## src/rmp_map.svh

```systemverilog
// Register offsets, field positions and reset values of the alias remap block
// Contract
// - Target seven holds address bits 7:1, resets zero
// - Alias seven hit forwards with target seven; code uses a lower index instead when an enabled lower alias also matches
// - Zero target or alias disables that index
// - Aliases hold 7:1, reset zero, match accepts
// - Accepted address rewritten to same-index target
// - Target addresses name remote slaves only
`ifndef RMP_MAP_SVH
`define RMP_MAP_SVH
`define RMP_TARGET_BASE 8'h08
`define RMP_TARGET_SEVEN 8'h0f
`define RMP_ALIAS_BASE 8'h10
`define RMP_ALIAS_ZERO 8'h10
`define RMP_ALIAS_ONE 8'h11
`define RMP_ALIAS_TWO 8'h12
`define RMP_ALIAS_THREE 8'h13
`define RMP_ALIAS_FOUR 8'h14
`define RMP_ALIAS_LAST 8'h17
`define RMP_FIELD_MSB 7
`define RMP_FIELD_LSB 1
`define RMP_ADDR_RESET 7'h00
`define RMP_ADDR_OFF 7'h00
`define RMP_RESERVED_BIT_READ 1'h0
`define RMP_UNMAPPED_READ 8'h00
`define RMP_SEVEN_INDEX 3'h7
`endif

```

## src/rmp_pkg.sv

```systemverilog
// Types shared by the alias remap block
package rmp_pkg;
  typedef logic [7:0][6:0] rmp_addr_table_t;

  typedef struct packed {
    logic valid;
    logic [6:0] addr;
    logic rnw;
  } rmp_req_t;

  typedef struct packed {
    logic valid;
    logic [6:0] addr;
    logic [2:0] index;
    logic rnw;
  } rmp_fwd_t;

  typedef struct packed {
    rmp_addr_table_t target;
    rmp_addr_table_t alias_addr;
    rmp_fwd_t fwd;
    logic miss;
    logic rvalid;
    logic [7:0] rdata;
  } rmp_state_t;
endpackage : rmp_pkg

```

## src/rmp_alias_remap.sv

```systemverilog
// Alias match and address rewrite for control-bus pass-through
`include "rmp_map.svh"

module rmp_alias_remap (
  input wire logic clk_sys,
  input wire logic rst,
  input wire logic reg_wr,
  input wire logic reg_rd,
  input wire logic [7:0] reg_addr,
  input wire logic [7:0] reg_wdata,
  output logic [7:0] reg_rdata,
  output logic reg_rvalid,
  input wire rmp_pkg::rmp_req_t req,
  output rmp_pkg::rmp_fwd_t fwd,
  output logic req_miss
);
  rmp_pkg::rmp_state_t st;
  rmp_pkg::rmp_state_t next_st;
  logic hit;
  logic [2:0] hit_idx;

  // Lowest index wins when two aliases hold the same address
  always_comb begin
    hit = 1'b0;
    hit_idx = 3'h0;
    for (int i = 7; i >= 0; i--) begin
      if (st.alias_addr[i] != `RMP_ADDR_OFF && st.target[i] != `RMP_ADDR_OFF
          && req.addr == st.alias_addr[i]) begin
        hit = 1'b1;
        hit_idx = 3'(i);
      end
    end
  end

  always_comb begin
    next_st = st;
    next_st.fwd.valid = 1'b0;
    next_st.miss = 1'b0;
    next_st.rvalid = 1'b0;
    if (req.valid && hit) begin
      next_st.fwd.valid = 1'b1;
      next_st.fwd.addr = st.target[hit_idx];
      next_st.fwd.index = hit_idx;
      next_st.fwd.rnw = req.rnw;
    end else if (req.valid) begin
      next_st.miss = 1'b1;
    end
    if (reg_wr) begin
      for (int i = 0; i < 8; i++) begin
        if (reg_addr == 8'(`RMP_TARGET_BASE + i)) begin
          next_st.target[i] = reg_wdata[`RMP_FIELD_MSB:`RMP_FIELD_LSB];
        end
        if (reg_addr == 8'(`RMP_ALIAS_BASE + i)) begin
          next_st.alias_addr[i] = reg_wdata[`RMP_FIELD_MSB:`RMP_FIELD_LSB];
        end
      end
    end
    if (reg_rd) begin
      next_st.rvalid = 1'b1;
      next_st.rdata = `RMP_UNMAPPED_READ;
      for (int i = 0; i < 8; i++) begin
        if (reg_addr == 8'(`RMP_TARGET_BASE + i)) begin
          next_st.rdata = {st.target[i], `RMP_RESERVED_BIT_READ};
        end
        if (reg_addr == 8'(`RMP_ALIAS_BASE + i)) begin
          next_st.rdata = {st.alias_addr[i], `RMP_RESERVED_BIT_READ};
        end
      end
    end
  end

  always_ff @(posedge clk_sys) begin
    if (rst) begin
      st <= '0;
    end else begin
      st <= next_st;
    end
  end

  assign fwd = st.fwd;
  assign req_miss = st.miss;
  assign reg_rdata = st.rdata;
  assign reg_rvalid = st.rvalid;

  // Checker copies of the tables one cycle back
  rmp_pkg::rmp_addr_table_t prev_target;
  rmp_pkg::rmp_addr_table_t prev_alias;
  always_ff @(posedge clk_sys) begin
    prev_target <= st.target;
    prev_alias <= st.alias_addr;
  end

  reset_clear_a: assert property (@(posedge clk_sys)
    $fell(rst) |-> st.target[7] == `RMP_ADDR_RESET && st.alias_addr == '0)
    else $error("tables not cleared by reset");

  // Checker view: an enabled lower index would take the request first
  logic lower_claim;
  always_comb begin
    lower_claim = 1'b0;
    for (int j = 0; j < 7; j++) begin
      if (st.alias_addr[j] == req.addr && st.alias_addr[j] != `RMP_ADDR_OFF && st.target[j] != `RMP_ADDR_OFF) begin
        lower_claim = 1'b1;
      end
    end
  end

  alias_seven_hit_a: assert property (@(posedge clk_sys) disable iff (rst)
    req.valid && st.alias_addr[7] != `RMP_ADDR_OFF && st.target[7] != `RMP_ADDR_OFF
    && req.addr == st.alias_addr[7] && !lower_claim
    |=> fwd.valid && fwd.index == `RMP_SEVEN_INDEX && fwd.addr == $past(st.target[7]))
    else $error("alias seven not forwarded to target seven");

  zero_disables_a: assert property (@(posedge clk_sys) disable iff (rst)
    fwd.valid |-> prev_target[fwd.index] != `RMP_ADDR_OFF && prev_alias[fwd.index] != `RMP_ADDR_OFF)
    else $error("forward through a disabled index");

  alias_accept_a: assert property (@(posedge clk_sys) disable iff (rst)
    fwd.valid |-> $past(req.valid) && $past(req.addr) == prev_alias[fwd.index])
    else $error("forward without matching alias");

  rewrite_target_a: assert property (@(posedge clk_sys) disable iff (rst)
    fwd.valid |-> fwd.addr == prev_target[fwd.index] && fwd.rnw == $past(req.rnw))
    else $error("forwarded address is not the indexed target");

  remote_only_a: assert property (@(posedge clk_sys) disable iff (rst)
    req.valid |=> fwd.valid != req_miss)
    else $error("request neither forwarded nor refused");

  reserved_read_a: assert property (@(posedge clk_sys) disable iff (rst)
    reg_rd && reg_addr >= `RMP_TARGET_BASE && reg_addr <= `RMP_ALIAS_LAST
    |=> reg_rvalid && reg_rdata[0] == `RMP_RESERVED_BIT_READ)
    else $error("reserved bit read back nonzero");

  target_write_a: assert property (@(posedge clk_sys) disable iff (rst)
    reg_wr && reg_addr == `RMP_TARGET_SEVEN |=> st.target[7] == $past(reg_wdata[`RMP_FIELD_MSB:`RMP_FIELD_LSB]))
    else $error("target seven write lost");

  reset_outputs_a: assert property (@(posedge clk_sys)
    $fell(rst) |-> !fwd.valid && !req_miss && !reg_rvalid
      && reg_rdata == `RMP_UNMAPPED_READ && fwd.addr == `RMP_ADDR_RESET)
    else $error("outputs not cleared by reset");

  idle_no_forward_a: assert property (@(posedge clk_sys) disable iff (rst)
    !req.valid |=> !fwd.valid && !req_miss)
    else $error("answer without a request");

  zero_addr_miss_a: assert property (@(posedge clk_sys) disable iff (rst)
    req.valid && req.addr == `RMP_ADDR_OFF |=> req_miss && !fwd.valid)
    else $error("address zero was forwarded");

  miss_needs_req_a: assert property (@(posedge clk_sys) disable iff (rst)
    req_miss |-> $past(req.valid))
    else $error("refusal without a request");

  // Forward fields hold between hits so the channel can resample them
  fwd_hold_a: assert property (@(posedge clk_sys) disable iff (rst)
    !req.valid |=> $stable(fwd.addr) && $stable(fwd.index) && $stable(fwd.rnw))
    else $error("forward fields moved without a request");

  write_ignore_a: assert property (@(posedge clk_sys) disable iff (rst)
    reg_wr && (reg_addr < `RMP_TARGET_BASE || reg_addr > `RMP_ALIAS_LAST)
    |=> $stable(st.target) && $stable(st.alias_addr))
    else $error("unmapped write changed a table");

  // Read data stands until the next read
  rvalid_idle_a: assert property (@(posedge clk_sys) disable iff (rst)
    !reg_rd |=> !reg_rvalid)
    else $error("read valid without a read");

  rdata_hold_a: assert property (@(posedge clk_sys) disable iff (rst)
    !reg_rd |=> $stable(reg_rdata))
    else $error("read data moved without a read");

  unmapped_read_a: assert property (@(posedge clk_sys) disable iff (rst)
    reg_rd && (reg_addr < `RMP_TARGET_BASE || reg_addr > `RMP_ALIAS_LAST) |=> reg_rdata == `RMP_UNMAPPED_READ)
    else $error("unmapped read not zero");

  target_seven_read_a: assert property (@(posedge clk_sys) disable iff (rst)
    reg_rd && reg_addr == `RMP_TARGET_SEVEN |=> reg_rdata == {$past(st.target[7]), `RMP_RESERVED_BIT_READ})
    else $error("target seven read back wrong");

  // Aliases zero to four checked one by one
  alias_zero_write_a: assert property (@(posedge clk_sys) disable iff (rst)
    reg_wr && reg_addr == `RMP_ALIAS_ZERO |=> st.alias_addr[0] == $past(reg_wdata[`RMP_FIELD_MSB:`RMP_FIELD_LSB]))
    else $error("alias zero write lost");

  alias_one_write_a: assert property (@(posedge clk_sys) disable iff (rst)
    reg_wr && reg_addr == `RMP_ALIAS_ONE |=> st.alias_addr[1] == $past(reg_wdata[`RMP_FIELD_MSB:`RMP_FIELD_LSB]))
    else $error("alias one write lost");

  alias_two_write_a: assert property (@(posedge clk_sys) disable iff (rst)
    reg_wr && reg_addr == `RMP_ALIAS_TWO |=> st.alias_addr[2] == $past(reg_wdata[`RMP_FIELD_MSB:`RMP_FIELD_LSB]))
    else $error("alias two write lost");

  alias_three_write_a: assert property (@(posedge clk_sys) disable iff (rst)
    reg_wr && reg_addr == `RMP_ALIAS_THREE |=> st.alias_addr[3] == $past(reg_wdata[`RMP_FIELD_MSB:`RMP_FIELD_LSB]))
    else $error("alias three write lost");

  alias_four_write_a: assert property (@(posedge clk_sys) disable iff (rst)
    reg_wr && reg_addr == `RMP_ALIAS_FOUR |=> st.alias_addr[4] == $past(reg_wdata[`RMP_FIELD_MSB:`RMP_FIELD_LSB]))
    else $error("alias four write lost");

  alias_zero_read_a: assert property (@(posedge clk_sys) disable iff (rst)
    reg_rd && reg_addr == `RMP_ALIAS_ZERO |=> reg_rdata == {$past(st.alias_addr[0]), `RMP_RESERVED_BIT_READ})
    else $error("alias zero read back wrong");

  alias_one_read_a: assert property (@(posedge clk_sys) disable iff (rst)
    reg_rd && reg_addr == `RMP_ALIAS_ONE |=> reg_rdata == {$past(st.alias_addr[1]), `RMP_RESERVED_BIT_READ})
    else $error("alias one read back wrong");

  alias_two_read_a: assert property (@(posedge clk_sys) disable iff (rst)
    reg_rd && reg_addr == `RMP_ALIAS_TWO |=> reg_rdata == {$past(st.alias_addr[2]), `RMP_RESERVED_BIT_READ})
    else $error("alias two read back wrong");

  alias_three_read_a: assert property (@(posedge clk_sys) disable iff (rst)
    reg_rd && reg_addr == `RMP_ALIAS_THREE |=> reg_rdata == {$past(st.alias_addr[3]), `RMP_RESERVED_BIT_READ})
    else $error("alias three read back wrong");

  alias_four_read_a: assert property (@(posedge clk_sys) disable iff (rst)
    reg_rd && reg_addr == `RMP_ALIAS_FOUR |=> reg_rdata == {$past(st.alias_addr[4]), `RMP_RESERVED_BIT_READ})
    else $error("alias four read back wrong");
endmodule : rmp_alias_remap

```

## config.mk

```make
export PLATFORM = sky130hd
export DESIGN_NAME = rmp_alias_remap
export DESIGN_NICKNAME = d
export VERILOG_FILES = /design/src/rmp_pkg.sv /design/src/rmp_alias_remap.sv
export VERILOG_INCLUDE_DIRS = /design/src /design/src/src
export SDC_FILE = /design/constraint.sdc
export NUM_CORES = 1
export LEC_CHECK = 0
export BUFFER_PORTS_ARGS = -buffer_cell sky130_fd_sc_hd__buf_2
export CAP_MARGIN = 20
export CORE_MARGIN = 4
export CORE_UTILIZATION = 61
export CTS_CLUSTER_SIZE = 40
export DETAILED_ROUTE_END_ITERATION = 8
export GPL_TIMING_DRIVEN = 0
export PLACE_DENSITY = 0.86
export SYNTH_ARGS = -nofsm -noshare
export SYNTH_HDL_FRONTEND = slang
export SYNTH_SLANG_ARGS = --single-unit
```

## constraint.sdc

```tcl
create_clock -name clk_sys -period 3.4 [get_ports clk_sys]
set_clock_uncertainty 0.1 [all_clocks]
set_input_delay 0.34 -clock clk_sys [delete_from_list [all_inputs] [get_ports clk_sys]]
set_output_delay 0.34 -clock clk_sys [all_outputs]
set_load 0.05 [all_outputs]
```

==> results.cfg <==
[sta]
setup_viol = 0
rsz0062_at_grt = no
worst_pin_slew_ns = 0.9826
slew_headroom_pct = 33.89
setup-tns-final_ns = 0
fmaxAchievable_mhz = 326.8
fin_ws_ns = 0.3404
maxSlewViolCount = 0
fin_crit_sh_pct = 89.99
holdWs_ns = 0.09958
finalCriticalPeriod_ns = 3.060
hold_viol = 0

[die]
die_h_um = 119.1
fp.dieW_um = 119.1
io_pins = 51
die-area_um2 = 14170
core_um2 = 12060
initial_core_util_pct = 62.38
rows = 40

[logic_synthesis]
synthArstFlopShare_pct = 0
ys_top_cells_by_count = dfxtp_1, nand2_1, nor2_1
synth-seq-cells = 133
seq_area_frac_synth_pct = 35.39
avgSynthCellArea_um2 = 7.945
synth_top_cell_area_share_pct = 35.39
synth-edff-count = 0
yosys-top-cells-area = dfxtp_1, mux2i_1, nand2_1
yosysTopAreaCell = dfxtp_1
syn_nets = 976
synth.distinct_cells = 59
yosys_warnings = 0
synth_area_um2 = 7523
synth.most_common_cell = dfxtp_1
synth_flop_cell = dfxtp_1
synthCells = 947

[outcome]
status = finished, final reports clean

[route]
detail_route.wl_per_cell_um = 22.36
drc = 0
first_iter_violations = 1194
dr.max_layer_used = met4
drt_wl_total_mm = 26.34
vias = 7767
met2WireLength_mm = 11.41
ant_nets = 0
routed_via_density = 6.593
firstDrtPassIters = 8
dr_wl_met3_mm = 3.505
wl_met1_mm = 10.13

[global_route]
gr-total-overflow = 0
grt_pass1_wl_mm = 40.14
grt.total_usage_pct = 36.84
grt_max_degree = 17
grt_antenna_before_repair = 0
grt_pass1_vias = 7100

[worst_hold_path]
min_from = req[8]
hold_depth = 2
holdPathEnd = req_miss
hold_class = input pin to flop

[finish]
fin_cells = 1178
fill_cells = 1014
nNetsFinal = 1026
n_antenna_cell = 0
layout-drive-gt1-share_pct = 11.98
final_util_pct = 70.86
multi_input_area_um2 = 4378
regArea_um2 = 2663
area_delta_synth_final_pct = 13.60

[clock_network]
clkLatencyLatePin_ns = 0.44
cts-root-buf = clkbuf_16
cts_setup_buffers = 0
cts_max_level = 4
clockBufferDepth = 2
cts_made_buffers = 17
cts_tree = built
clk_pin_slew_worst_paths_ns = 0.06
clock_sink_count = 133
ctsResizeCount = 0
postCtsHoldBufs = 0

[critical_path]
end_kind = flop
reg2reg_depth = 10
critical_path_arrival_ns = 3.31
crit_fanout = 7
start_kind = flop
reg2reg_to = fwd[6]
r2r_start = st[37]
cp.required_ns = 3.65
crit_start = st[37]
crit_type = flop to flop
r2r_setup_slack_ns = 0.34

[placed_design]
dpl.cell_count = 1145
dpl.hpwl_mm = 18.45
dp_slack_ns = 0.3039
gp_congestion = 1.052
io_buffers = 30

[power_and_ir_drop]
power_density_nw_per_um2 = 458.4
vdd.ir_drop.worst_mv = 0.3399
leakage_nw = 3.382

[run]
drv_cap = 0
[worst max-delay path by stage]
stage	end	slack (ns)
after CTS	fwd[5]	0.39
after detailed placement	fwd[5]	0.30
after floorplan	fwd[6]	0.86
after global routing	fwd[10]	0.11
final	fwd[6]	0.34
after global placement	fwd[5]	0.31
[metal layers]
layer,up-vias,global-route usage (%)
li1,3466,-
met1,3634,47.79
met2,552,55.00
met3,115,11.78
met4,0,18.39
met5,-,0
[power by group]
part | leakage (nW) | internal, mW | total, mW | switching [mW]
logic | 1.99 | 0.0793 | 0.283 | 0.203
clock network | 0.319 | 1.34 | 2.06 | 0.728
registers | 1.07 | 1.57 | 1.57 | 0.00554
total | 3.38 | 2.98 | 3.92 | 0.937
[worst max-delay path: stages (launching register included)]
cell and delay [ns]:
dfxtp_1 0.42, xnor2_1 0.16, nand4_1 0.13, a211o_1 0.25, nor4_2 0.49, and2b_1 0.31, a21oi_2 0.43, and2_0 0.19
buf_1 0.28, a22oi_1 0.12, o221ai_1 0.09
[kinds of logic after synthesis]
family	share of synthesized area, %
other cells	0.04984
mux	9.912
simple gates	24.68
flops	35.39
buf+inv	6.419
compound gates	16.83
xor+xnor	6.719
[stage by stage]
step	total power, mW	cell area (um2)
final	3.918	8547
after global routing	3.999	8547
after CTS	3.901	8539
after detailed placement	1.874	7884
after global placement	1.871	7884
after floorplan	1.793	7523
[final cells by class]
cell class	instances	area share, %
tap	168	2.459
buffer	92	5.431
inverter	5	0.2196
multi-input combinational	717	51.22
clock inverter	13	2.372
sequential	133	31.15
clock buffer	19	5.299
timing repair buffer	31	1.845
[layout by cell type (no fill, tap or decap), drive strengths merged, types with 24 or more instances in the layout]
cell type / Yosys / routed
a21oi: 89 / 89
buf: 33 / 63
clkbuf: 59 / 79
dfxtp: 133 / 133
mux2i: 61 / 61
nand2: 119 / 119
nand3: 83 / 83
nor2: 104 / 104
o21ai: 24 / 24
xnor2: 38 / 38
[registers in the layout, summed over array words and instances, names as in the netlist]
signal / cells
fwd: 12
reg_rvalid: 1
reg_rdata: 7
st: 112
req_miss: 1
(Power assumes the default switching activity.)
